<file path="config.mk">
export PLATFORM = sky130hd
export DESIGN_NAME = extended_test_mode_controller
export DESIGN_NICKNAME = d
export VERILOG_FILES = /design/src/pkg/etm_pkg.sv /design/src/design/extended_test_mode_controller.sv
export VERILOG_INCLUDE_DIRS = /design/src /design/src/pkg
export SDC_FILE = /design/constraint.sdc
export NUM_CORES = 1
export LEC_CHECK = 0
export BUFFER_PORTS_ARGS = -buffer_cell sky130_fd_sc_hd__buf_4
export CORE_MARGIN = 5
export CORE_UTILIZATION = 54
export DETAILED_ROUTE_END_ITERATION = 8
export GPL_TIMING_DRIVEN = 0
export PLACE_DENSITY = 0.77
export SLEW_MARGIN = 30
export SYNTH_ARGS = -nofsm -noshare
export SYNTH_HDL_FRONTEND = slang
export SYNTH_SLANG_ARGS = --single-unit
</file>
<file path="constraint.sdc">
create_clock -name sys_clk -period 3.8 [get_ports sys_clk]
set_input_delay 0.76 -clock sys_clk [delete_from_list [all_inputs] [get_ports sys_clk]]
set_output_delay 0.76 -clock sys_clk [all_outputs]
set_load 0.005 [all_outputs]
</file>
<file path="src/pkg/etm_regs.svh">
// Constants of the extended test mode controller
// Overview of operation
// - Enter test mode when switches read 14
// - Show error codes on LED bank in test
// - Code 0001 when no sensor found
// - Code 0010: zero DAC at 255, input high
// - Code 0011: zero DAC at 0, input low
// - Codes 0100/0101/0110 for ranges 1,2,5 off
// - Code 0111 for bad offset at 64/192
// - Code 1000 for offset setting out of range
// - Code 1001 when no gain gives cal voltage
// - Code 1010 on converter overflow in adjust
// - Code 1011 for ground count out of range
// - Code 1100 when no gain DAC gives 1 V
// - Code 1101 when power seen both oscillator states
// - Zero DAC command loads 0..255 per channel
// - Gain DAC command loads 0..255 per channel
// - Offset DAC command loads 0..255 per channel
// - Variable gain command loads 0..15 per channel
// - Setting commands work only in test mode
`ifndef ETM_REGS_SVH
`define ETM_REGS_SVH
`define ETM_MODE_STRAP 4'he
`define ETM_DAC_MAX 10'h0ff
`define ETM_VG_MAX 10'h00f
`define ETM_NUM_SAT 14'h03e7
`define ETM_DAC_TOP 8'hff
`define ETM_DAC_BOT 8'h00
`define ETM_ZERO_MV 16'sh008c
`define ETM_ZERO_MV_NEG -16'sh008c
`define ETM_OFS_MAX_MV 16'sh02ee
`define ETM_SET_MAX_S 16'sh00ff
`define ETM_RANGE_1 8'h01
`define ETM_RANGE_2 8'h02
`define ETM_RANGE_5 8'h05
`define ETM_CH_Z 8'h5a
`define ETM_CH_G 8'h47
`define ETM_CH_O 8'h4f
`define ETM_CH_V 8'h56
`define ETM_CH_D 8'h44
`define ETM_CH_A 8'h41
`define ETM_CH_B 8'h42
`define ETM_CH_0 8'h30
`define ETM_CH_9 8'h39
`define ETM_LED_NONE 4'h0
`define ETM_LED_NO_SENSOR 4'h1
`define ETM_LED_ZERO_HIGH 4'h2
`define ETM_LED_ZERO_LOW 4'h3
`define ETM_LED_RANGE1 4'h4
`define ETM_LED_RANGE2 4'h5
`define ETM_LED_RANGE5 4'h6
`define ETM_LED_OFS_VOLT 4'h7
`define ETM_LED_OFS_SET 4'h8
`define ETM_LED_VGAIN 4'h9
`define ETM_LED_ADC_OVF 4'ha
`define ETM_LED_GROUND 4'hb
`define ETM_LED_GAIN_DAC 4'hc
`define ETM_LED_ALWAYS_PWR 4'hd
`endif

</file>
<file path="src/pkg/etm_pkg.sv">
// Types shared by the extended test mode controller
package etm_pkg;
  typedef enum logic [1:0] {TGT_ZERO, TGT_GAIN, TGT_OFFSET, TGT_VGAIN} target_e;
  typedef enum logic [1:0] {P_IDLE, P_LETTER2, P_CHAN, P_NUMBER} parse_e;
  typedef enum logic [3:0] {
    CHK_SENSOR, CHK_ZERO_LIMIT, CHK_RANGE, CHK_OFS_64, CHK_OFS_192, CHK_OFS_CALC,
    CHK_VGAIN, CHK_ADC_OVF, CHK_GROUND, CHK_GAIN_DAC, CHK_REF_ON, CHK_REF_OFF
  } check_e;
endpackage

</file>
<file path="src/design/extended_test_mode_controller.sv">
// Extended test mode: strap sampling, command decoder and LED error codes
`timescale 1ns/1ps
`include "etm_regs.svh"
module extended_test_mode_controller #(
  parameter logic signed [15:0] GND_MIN = 16'sh0000,
  parameter logic signed [15:0] GND_MAX = 16'sh0010
) (
  input wire logic sys_clk,
  input wire logic sys_rst,
  input wire logic clk_en,
  input wire logic [3:0] service_switch_bank,
  input wire logic rx_valid,
  input wire logic [7:0] rx_byte,
  input wire logic check_valid,
  input wire etm_pkg::check_e check_kind,
  input wire logic signed [15:0] check_mv,
  input wire logic [7:0] check_aux,
  input wire logic check_flag,
  output logic extended_mode,
  output logic [3:0] diagnostic_led_bank,
  output logic [7:0] zero_dac_a,
  output logic [7:0] zero_dac_b,
  output logic [7:0] gain_dac_a,
  output logic [7:0] gain_dac_b,
  output logic [7:0] offset_dac_a,
  output logic [7:0] offset_dac_b,
  output logic [3:0] var_gain_a,
  output logic [3:0] var_gain_b
);

  logic strap_done;
  etm_pkg::parse_e parse;
  etm_pkg::target_e target;
  logic chan;
  logic [9:0] value;
  logic have_digit;
  logic [7:0] zero_dac [2];
  logic [7:0] gain_dac [2];
  logic [7:0] offset_dac [2];
  logic [3:0] var_gain [2];
  logic ref_on_power;
  logic is_digit;
  logic [13:0] next_value;
  logic finish;
  logic in_range;
  logic [3:0] next_code;

  //////////////////////////////////////////////////////////////////////////////
  // Strap sampling

  // Switches are read once after reset release; a later change has no effect
  always_ff @(posedge sys_clk or posedge sys_rst) begin
    if (sys_rst) begin
      strap_done <= 1'b0;
      extended_mode <= 1'b0;
    end else if (clk_en && !strap_done) begin
      strap_done <= 1'b1;
      extended_mode <= (service_switch_bank == `ETM_MODE_STRAP);
    end
  end

  //////////////////////////////////////////////////////////////////////////////
  // Command decoder

  // Decimal accumulator saturates so a long number still reads as out of range
  always_comb begin
    is_digit = (rx_byte >= `ETM_CH_0) && (rx_byte <= `ETM_CH_9);
    next_value = {1'b0, value, 3'b000} + {3'b000, value, 1'b0} + {6'h00, rx_byte - `ETM_CH_0};
    if (next_value > `ETM_NUM_SAT) begin
      next_value = `ETM_NUM_SAT;
    end
    finish = clk_en && rx_valid && (parse == etm_pkg::P_NUMBER) && !is_digit;
    if (target == etm_pkg::TGT_VGAIN) begin
      in_range = have_digit && (value <= `ETM_VG_MAX);
    end else begin
      in_range = have_digit && (value <= `ETM_DAC_MAX);
    end
  end

  // Any byte that breaks the pattern drops back to idle; the first non-digit
  // after the number (start of the terminator) closes the command
  always_ff @(posedge sys_clk or posedge sys_rst) begin
    if (sys_rst) begin
      parse <= etm_pkg::P_IDLE;
      target <= etm_pkg::TGT_ZERO;
      chan <= 1'b0;
      value <= 10'h000;
      have_digit <= 1'b0;
    end else if (clk_en && rx_valid && extended_mode) begin
      unique case (parse)
        etm_pkg::P_IDLE: begin
          value <= 10'h000;
          have_digit <= 1'b0;
          parse <= etm_pkg::P_LETTER2;
          unique case (rx_byte)
            `ETM_CH_Z: target <= etm_pkg::TGT_ZERO;
            `ETM_CH_G: target <= etm_pkg::TGT_GAIN;
            `ETM_CH_O: target <= etm_pkg::TGT_OFFSET;
            `ETM_CH_V: target <= etm_pkg::TGT_VGAIN;
            default: parse <= etm_pkg::P_IDLE;
          endcase
        end
        etm_pkg::P_LETTER2: begin
          if (target == etm_pkg::TGT_VGAIN) begin
            parse <= (rx_byte == `ETM_CH_G) ? etm_pkg::P_CHAN : etm_pkg::P_IDLE;
          end else begin
            parse <= (rx_byte == `ETM_CH_D) ? etm_pkg::P_CHAN : etm_pkg::P_IDLE;
          end
        end
        etm_pkg::P_CHAN: begin
          chan <= (rx_byte == `ETM_CH_B);
          if (rx_byte == `ETM_CH_A || rx_byte == `ETM_CH_B) begin
            parse <= etm_pkg::P_NUMBER;
          end else begin
            parse <= etm_pkg::P_IDLE;
          end
        end
        etm_pkg::P_NUMBER: begin
          if (is_digit) begin
            value <= next_value[9:0];
            have_digit <= 1'b1;
          end else begin
            parse <= etm_pkg::P_IDLE;
          end
        end
      endcase
    end
  end

  //////////////////////////////////////////////////////////////////////////////
  // Setting storage

  // Each channel setting is written only on a completed in-range command
  always_ff @(posedge sys_clk or posedge sys_rst) begin
    if (sys_rst) begin
      zero_dac <= '{8'h00, 8'h00};
      gain_dac <= '{8'h00, 8'h00};
      offset_dac <= '{8'h00, 8'h00};
      var_gain <= '{4'h0, 4'h0};
    end else if (finish && in_range && extended_mode) begin
      unique case (target)
        etm_pkg::TGT_ZERO: zero_dac[chan] <= value[7:0];
        etm_pkg::TGT_GAIN: gain_dac[chan] <= value[7:0];
        etm_pkg::TGT_OFFSET: offset_dac[chan] <= value[7:0];
        etm_pkg::TGT_VGAIN: var_gain[chan] <= value[3:0];
      endcase
    end
  end

  assign zero_dac_a = zero_dac[0];
  assign zero_dac_b = zero_dac[1];
  assign gain_dac_a = gain_dac[0];
  assign gain_dac_b = gain_dac[1];
  assign offset_dac_a = offset_dac[0];
  assign offset_dac_b = offset_dac[1];
  assign var_gain_a = var_gain[0];
  assign var_gain_b = var_gain[1];

  //////////////////////////////////////////////////////////////////////////////
  // Error code evaluation

  // A passing check keeps the previous code so the last failure stays visible
  always_comb begin
    next_code = diagnostic_led_bank;
    unique case (check_kind)
      etm_pkg::CHK_SENSOR: if (check_flag) next_code = `ETM_LED_NO_SENSOR;
      etm_pkg::CHK_ZERO_LIMIT: begin
        if (check_aux == `ETM_DAC_TOP && check_mv > `ETM_ZERO_MV) begin
          next_code = `ETM_LED_ZERO_HIGH;
        end else if (check_aux == `ETM_DAC_BOT && check_mv < `ETM_ZERO_MV_NEG) begin
          next_code = `ETM_LED_ZERO_LOW;
        end
      end
      etm_pkg::CHK_RANGE: begin
        if (check_mv > `ETM_ZERO_MV || check_mv < `ETM_ZERO_MV_NEG) begin
          if (check_aux == `ETM_RANGE_1) next_code = `ETM_LED_RANGE1;
          if (check_aux == `ETM_RANGE_2) next_code = `ETM_LED_RANGE2;
          if (check_aux == `ETM_RANGE_5) next_code = `ETM_LED_RANGE5;
        end
      end
      etm_pkg::CHK_OFS_64: begin
        if (check_mv < 16'sh0000 || check_mv > `ETM_OFS_MAX_MV) begin
          next_code = `ETM_LED_OFS_VOLT;
        end
      end
      etm_pkg::CHK_OFS_192: if (check_mv >= 16'sh0000) next_code = `ETM_LED_OFS_VOLT;
      etm_pkg::CHK_OFS_CALC: begin
        if (check_mv < 16'sh0000 || check_mv > `ETM_SET_MAX_S) begin
          next_code = `ETM_LED_OFS_SET;
        end
      end
      etm_pkg::CHK_VGAIN: if (check_flag) next_code = `ETM_LED_VGAIN;
      etm_pkg::CHK_ADC_OVF: if (check_flag) next_code = `ETM_LED_ADC_OVF;
      etm_pkg::CHK_GROUND: begin
        if (check_mv < GND_MIN || check_mv > GND_MAX) next_code = `ETM_LED_GROUND;
      end
      etm_pkg::CHK_GAIN_DAC: if (check_flag) next_code = `ETM_LED_GAIN_DAC;
      etm_pkg::CHK_REF_ON: next_code = diagnostic_led_bank;
      etm_pkg::CHK_REF_OFF: begin
        if (check_flag && ref_on_power) next_code = `ETM_LED_ALWAYS_PWR;
      end
      default: next_code = diagnostic_led_bank;
    endcase
  end

  // Power seen with the oscillator on is held until the next oscillator-on test
  always_ff @(posedge sys_clk or posedge sys_rst) begin
    if (sys_rst) begin
      ref_on_power <= 1'b0;
    end else if (clk_en && check_valid && check_kind == etm_pkg::CHK_REF_ON) begin
      ref_on_power <= check_flag;
    end
  end

  // LEDs stay dark outside test mode so normal operation shows nothing
  always_ff @(posedge sys_clk or posedge sys_rst) begin
    if (sys_rst) begin
      diagnostic_led_bank <= `ETM_LED_NONE;
    end else if (clk_en && check_valid && extended_mode) begin
      diagnostic_led_bank <= next_code;
    end
  end

  //////////////////////////////////////////////////////////////////////////////
  // Assertions

  a_mode_strap: assert property (@(posedge sys_clk) disable iff (sys_rst)
    (!strap_done && clk_en) |=> strap_done &&
      (extended_mode == ($past(service_switch_bank) == `ETM_MODE_STRAP)))
    else $error("mode strap sampled wrongly");

  a_led_dark_normal: assert property (@(posedge sys_clk) disable iff (sys_rst)
    (strap_done && !extended_mode) |-> diagnostic_led_bank == `ETM_LED_NONE)
    else $error("LED code shown outside test mode");

  a_led_no_sensor: assert property (@(posedge sys_clk) disable iff (sys_rst)
    (clk_en && check_valid && extended_mode && check_kind == etm_pkg::CHK_SENSOR &&
      check_flag) |=> diagnostic_led_bank == `ETM_LED_NO_SENSOR)
    else $error("no sensor code missing");

  a_led_zero_high: assert property (@(posedge sys_clk) disable iff (sys_rst)
    (clk_en && check_valid && extended_mode && check_kind == etm_pkg::CHK_ZERO_LIMIT &&
      check_aux == `ETM_DAC_TOP && check_mv > `ETM_ZERO_MV)
      |=> diagnostic_led_bank == `ETM_LED_ZERO_HIGH)
    else $error("zero high code missing");

  a_led_range5: assert property (@(posedge sys_clk) disable iff (sys_rst)
    (clk_en && check_valid && extended_mode && check_kind == etm_pkg::CHK_RANGE &&
      check_aux == `ETM_RANGE_5 && check_mv < `ETM_ZERO_MV_NEG)
      |=> diagnostic_led_bank == `ETM_LED_RANGE5)
    else $error("range 5 code missing");

  a_zero_load: assert property (@(posedge sys_clk) disable iff (sys_rst)
    (finish && in_range && target == etm_pkg::TGT_ZERO && !chan)
      |=> zero_dac_a == $past(value[7:0]) && $stable(zero_dac_b))
    else $error("zero DAC A not loaded");

  a_vgain_load: assert property (@(posedge sys_clk) disable iff (sys_rst)
    (finish && in_range && target == etm_pkg::TGT_VGAIN && chan)
      |=> var_gain_b == $past(value[3:0]) && $stable(var_gain_a))
    else $error("variable gain B not loaded");

  a_range_reject: assert property (@(posedge sys_clk) disable iff (sys_rst)
    (finish && !in_range) |=> $stable(gain_dac_a) && $stable(offset_dac_b) &&
      $stable(zero_dac_a) && $stable(var_gain_a))
    else $error("out of range value was stored");

  a_normal_locked: assert property (@(posedge sys_clk) disable iff (sys_rst)
    (strap_done && !extended_mode) |=> parse == etm_pkg::P_IDLE && $stable(gain_dac_b))
    else $error("command taken outside test mode");

  a_led_zero_low: assert property (@(posedge sys_clk) disable iff (sys_rst)
    (clk_en && check_valid && extended_mode && check_kind == etm_pkg::CHK_ZERO_LIMIT &&
      check_aux == `ETM_DAC_BOT && check_mv < `ETM_ZERO_MV_NEG)
      |=> diagnostic_led_bank == `ETM_LED_ZERO_LOW)
    else $error("zero low code missing");

  // Offset at the upper DAC point must come out negative, zero included as a fault
  a_ofs_positive: assert property (@(posedge sys_clk) disable iff (sys_rst)
    (clk_en && check_valid && extended_mode && check_kind == etm_pkg::CHK_OFS_192 &&
      check_mv >= 16'sh0000)
      |=> diagnostic_led_bank == `ETM_LED_OFS_VOLT)
    else $error("offset at upper point code missing");

  a_ofs_setting: assert property (@(posedge sys_clk) disable iff (sys_rst)
    (clk_en && check_valid && extended_mode && check_kind == etm_pkg::CHK_OFS_CALC &&
      check_mv > `ETM_SET_MAX_S)
      |=> diagnostic_led_bank == `ETM_LED_OFS_SET)
    else $error("offset setting code missing");

  a_ref_always: assert property (@(posedge sys_clk) disable iff (sys_rst)
    (clk_en && check_valid && extended_mode && check_kind == etm_pkg::CHK_REF_OFF &&
      check_flag && ref_on_power) |=> diagnostic_led_bank == `ETM_LED_ALWAYS_PWR)
    else $error("always power code missing");

  // A low enable must hold display, settings and mode exactly as they were
  a_clk_frozen: assert property (@(posedge sys_clk) disable iff (sys_rst)
    !clk_en |=> $stable(diagnostic_led_bank) && $stable(zero_dac_b) &&
      $stable(gain_dac_a) && $stable(extended_mode))
    else $error("state moved while clock enable low");

  c_zero_cmd: cover property (@(posedge sys_clk) disable iff (sys_rst)
    finish && in_range && target == etm_pkg::TGT_ZERO);
  c_reject_cmd: cover property (@(posedge sys_clk) disable iff (sys_rst)
    finish && !in_range);
  c_always_power: cover property (@(posedge sys_clk) disable iff (sys_rst)
    diagnostic_led_bank == `ETM_LED_ALWAYS_PWR);
  c_vgain_cmd: cover property (@(posedge sys_clk) disable iff (sys_rst)
    finish && in_range && target == etm_pkg::TGT_VGAIN);
  c_frozen_byte: cover property (@(posedge sys_clk) disable iff (sys_rst)
    !clk_en && rx_valid && extended_mode);

endmodule

</file>
# Yosys cells after proc, flatten, opt, wreduce, memory -nomap -nowiden
# Cells that the tools add are included.
[word_totals]
ff_bits = 79
output_inout_bits = 61
[classes]
addsub = 3
bitwise = 1
n_eq_ne = 43
n_reduce_logical = 41
mux = 38
order_cmp = 14
[op_table]
columns = ["cell", "count"]
rows = [
  ["$mux 4", 16],
  ["$eq 8x7->1 const B", 7],
  ["$bwmux 16", 3],
  ["$pmux 4 s11", 1],
  ["$gt 16x9->1 const B", 2],
  ["$ne 2x2->1 const B", 12],
  ["$eq 4x4->1 const B", 5],
  ["$mux 10", 2],
  ["$pmux 10 s2", 1],
  ["$logic_and 1x1->1", 17],
  ["$eq 4x3->1 const B", 4],
  ["$ge 16x1->1 const B", 1],
  ["$gt 16x11->1 const B", 1],
  ["$gt 16x6->1 const B", 1],
  ["$lt 16x1->1 const B", 1],
  ["$lt 16x9->1 const B", 1],
  ["$pmux 2 s4", 2],
  ["$add 13x11->14", 1],
  ["$add 14x8->14", 1],
  ["$gt 14x10->1 const B", 1],
  ["$reduce_and 14->1", 1],
  ["$reduce_and 2->1", 6],
  ["$reduce_bool 11->1", 1],
  ["$le 10x4->1 const B", 1],
  ["other kinds (33)", 51],
]

# Logic depth before layout (Yosys ltp)
[logic_depth]
ltp_word = 7
ltp_mapped = 11
ltp_nobuf = 10

# Worst setup path after synthesis
# No wires, ideal clock.
[synth_path]
kind = "input to register"
startpoint = "in rx_byte[4]"
endpoint = "reg value[4]"
n_path_buf = 0
t_arrival_ns = 3.421
path_slack_ns = 0.269
stages = 10
setup_ns = 0.110
cell_sequence = "ha_1 -> xnor2_1 -> fa_1 -> ha_1 -> a21o_1 -> a221oi_1 -> nand4b_1 -> nand3_1 -> or2_2 -> o41ai_1"
[synth_via]
elab_chain_cells = 6
[synth_rtl]
columns = ["item", "line", "source"]
rows = [
  ["start, declared", "extended_test_mode_controller.sv:13", "input wire logic [7:0] rx_byte,"],
  ["$sub 8x6->8 (no source line)", "n/a", ""],
  ["$add 14x8->14", "extended_test_mode_controller.sv:68", "next_value = {1'b0, value, 3'b000} + {3'b000, value, 1'b0} + {6'h00, rx_byte - `ETM_CH_0};"],
  ["$gt 14x10->1 (no source line)", "n/a", ""],
  ["$mux 10", "extended_test_mode_controller.sv:69", "if (next_value > `ETM_NUM_SAT) begin"],
  ["$mux 10", "extended_test_mode_controller.sv:119", "if (is_digit) begin"],
  ["$pmux 10 s2", "extended_test_mode_controller.sv:90", "unique case (parse)"],
  ["end signal, assigned", "extended_test_mode_controller.sv:120", "value <= next_value[9:0];"],
  ["end, declared", "extended_test_mode_controller.sv:35", "logic [9:0] value;"],
]
# Parallel ways exist; a longest one is shown, timed or not. The select of a mux whose other input is x is not followed.
# A chain may end at the register's enable or synchronous reset.

# Worst setup path after layout
# Ends and elaborated chain as after synthesis.

==> impl_metrics.tcl <==
set metrics [dict create \
    outcome "completed" \
    drv_cap 0 \
    arrival_ns 3.94 \
    period_share_pct 97.5 \
    first_iter_violations 231 \
    routedWlPerCell_um 17.7 \
    hold_slack_ns 0.386 \
    clk_pin_slew_worst_paths_ns 0.09 \
    worstReg2RegEnd "value[4]" \
    tritoncts "done" \
    timing.reg2reg.setup_slack_ns 0.17 \
    cts_resized 0 \
    synthTopCellsByArea "dfrtp_1, mux2_2, ha_1" \
    cts_sinks 79 \
    vias_per_cell 5.81 \
    max_freq_mhz 270 \
    synthArstFlopShare_pct 100 \
    area_growth_pct 26.4 \
    cts_hold_buf 0 \
    cts_buffers 9 \
    ys_types 56 \
    synth_nets 467 \
    power_density_nw_per_um2 311 \
    syn-instance-count 397 \
    wl_um 11000 \
    clk_path_buf_depth 2 \
    r2r-start "value[2]" \
    skew_ns 0.0111 \
    diodes 0 \
    grt_max_degree 55 \
    worstSkewPairLatency_ns 0.35 \
    cellLeakagePower_nw 2.79 \
    num_io_pins 107 \
    final_antenna_net_count 0 \
    hold_class "primary input to async pin" \
    drc 0 \
    maxSlewViolCount 0 \
    reg2reg_depth 8 \
    grt_pass1_vias 3780 \
    die_area_um2 10100 \
    synth_edf_count 0 \
    grt_pass1_wl_um 18000 \
    initial_utilization_pct 54.6 \
    synth_top_area_cell "dfrtp_1" \
    crit_fanout 7 \
    total_power_mw 1.74 \
    vias 3625 \
    rsz0062_at_grt "no" \
    rows 33 \
    critPathKind "primary input to register" \
    tightest_slew_ns 0.860 \
    critPathLaunchType "primary input" \
    final_hold_viol_count 0 \
    fillers 623 \
    setup_violations 0 \
    fp.coreArea_um2 8090 \
    relSlewSlack_pct 41.9 \
    cts_setup_buffers 0 \
    ir_drop_v 0.000228 \
    track_usage_pct 22.5 \
    min_period_ns 3.70 \
    drive_above_1_share_pct 37.6 \
    cts.htree.levels 3 \
    gp_congestion 0.899 \
    die_w_um 100 \
    drtPass1Iterations 4 \
    synth_seq_cells 79 \
    hpwl_um 8340 \
    required_ns 4.04 \
    yosysTopAreaCellShare_pct 44.7 \
    ys_seq_area_share_pct 44.7 \
    avgSynthCellArea_um2 11.1 \
    numPortBuffers 105 \
    tns_ns 0 \
    worstSetupEndpointType "register" \
    synthFlopType "dfrtp_1" \
    syn_area_um2 4420 \
    overflow 0 \
    synth_warnings 0 \
    root_buffer "clkbuf_8" \
    antenna_found_initial 0 \
    die_h_um 100 \
    yosys.cell_count.top_type "dfrtp_1" \
    final_nets 584 \
    synthTopCellsByCount "dfrtp_1, mux2_2, nand2_1" \
]
-- worst max-delay path by stage --
stage | from | endpoint | slack (ns) | cells past startpoint
CTS | rx_byte[4] | value[4] | 0.10 | 11
floorplan | rx_byte[4] | value[4] | 0.27 | 10
finish | rx_byte[4] | value[4] | 0.1 | 11
global placement | rx_byte[4] | value[4] | -0.16 | 11
detailed placement | rx_byte[4] | value[4] | -0.26 | 11
global route | rx_byte[4] | value[4] | 0.006 | 11
-- state kept, by name, summed over array words and instances (netlist names), 2 cells and up --
signal	flops
var_gain_a	4
zero_dac_a	8
offset_dac_a	8
value	10
offset_dac_b	8
var_gain_b	4
gain_dac_a	8
parse	2
zero_dac_b	8
target	2
diagnostic_led_bank	4
gain_dac_b	8
-- metrics by stage --
stage | instance area, um^2 | cells | setup WS (ns) | util [%]
2_1_floorplan | 4420 | 397 | 0.269 | -
3_3_place_gp | 5340 | 607 | -0.163 | 66.0
3_5_place_dp | 5370 | 608 | -0.257 | 66.4
4_1_cts | 5590 | 624 | 0.101 | 69.1
5_1_grt | 5590 | 624 | 0.00648 | 69.1
6_report | 5590 | 624 | 0.0957 | 69.1
-- where the power goes --
| part | total, mW | switching [mW] | internal (mW) |
|---|---|---|---|
| Sequential | 0.865 | 0.0120 | 0.853 |
| Clock | 0.692 | 0.317 | 0.375 |
| Combinational | 0.183 | 0.0999 | 0.0829 |
| Total | 1.74 | 0.429 | 1.31 |
-- layout by cell type (no fill, tap or decap), types with 8 or more instances in the layout --
cell      count
buf_4       105
o21ai_0      23
clkbuf_8      9
nand3_1      11
mux2_2       62
a21oi_1      12
nand2_1      25
nor3_1        8
clkbuf_1      8
ha_1         18
nor2_1       21
dfrtp_1      79
-- layout make-up --
class | count | area (um^2) | share of cell area, %
multi-input cells | 299 | 2370 | 42.4
plain buffers | 10 | 38.8 | 0.694
inverters | 9 | 36.3 | 0.649
well taps | 105 | 131 | 2.35
repair buffers | 106 | 816 | 14.6
clock inverters | 6 | 91.3 | 1.63
clock buffers | 10 | 128 | 2.28
flip-flops and latches | 79 | 1980 | 35.4
-- worst max-delay path, stage by stage --
cell	delay (ns)
buf_4	0.13
ha_1	0.21
xnor2_1	0.20
fa_1	0.45
ha_1	0.38
a21o_1	0.20
a221oi_1	0.52
nand4b_1	0.18
nand3_1	0.21
or2_2	0.36
o41ai_1	0.34
-- layer usage --
layer | vias to the layer above | part of all wire [%] | GRT usage, %
met5 | - | 0 | 0
met2 | 128 | 49 | 38.0
met1 | 1763 | 43 | 28.1
li1 | 1727 | - | -
met3 | 7 | 7.4 | 7.06
met4 | 0 | 0.84 | 5.70
-- logic make-up after synthesis --
kind of cell / synth area share [%]
AO/OA/AOI/OAI: 12.0
buffers and inverters: 1.64
AND/OR/NAND/NOR: 15.8
adder cells (fa/ha/maj): 7.81
XOR/XNOR: 1.78
flip-flops: 44.7
multiplexers: 16.2
(Power assumes the default switching activity.)
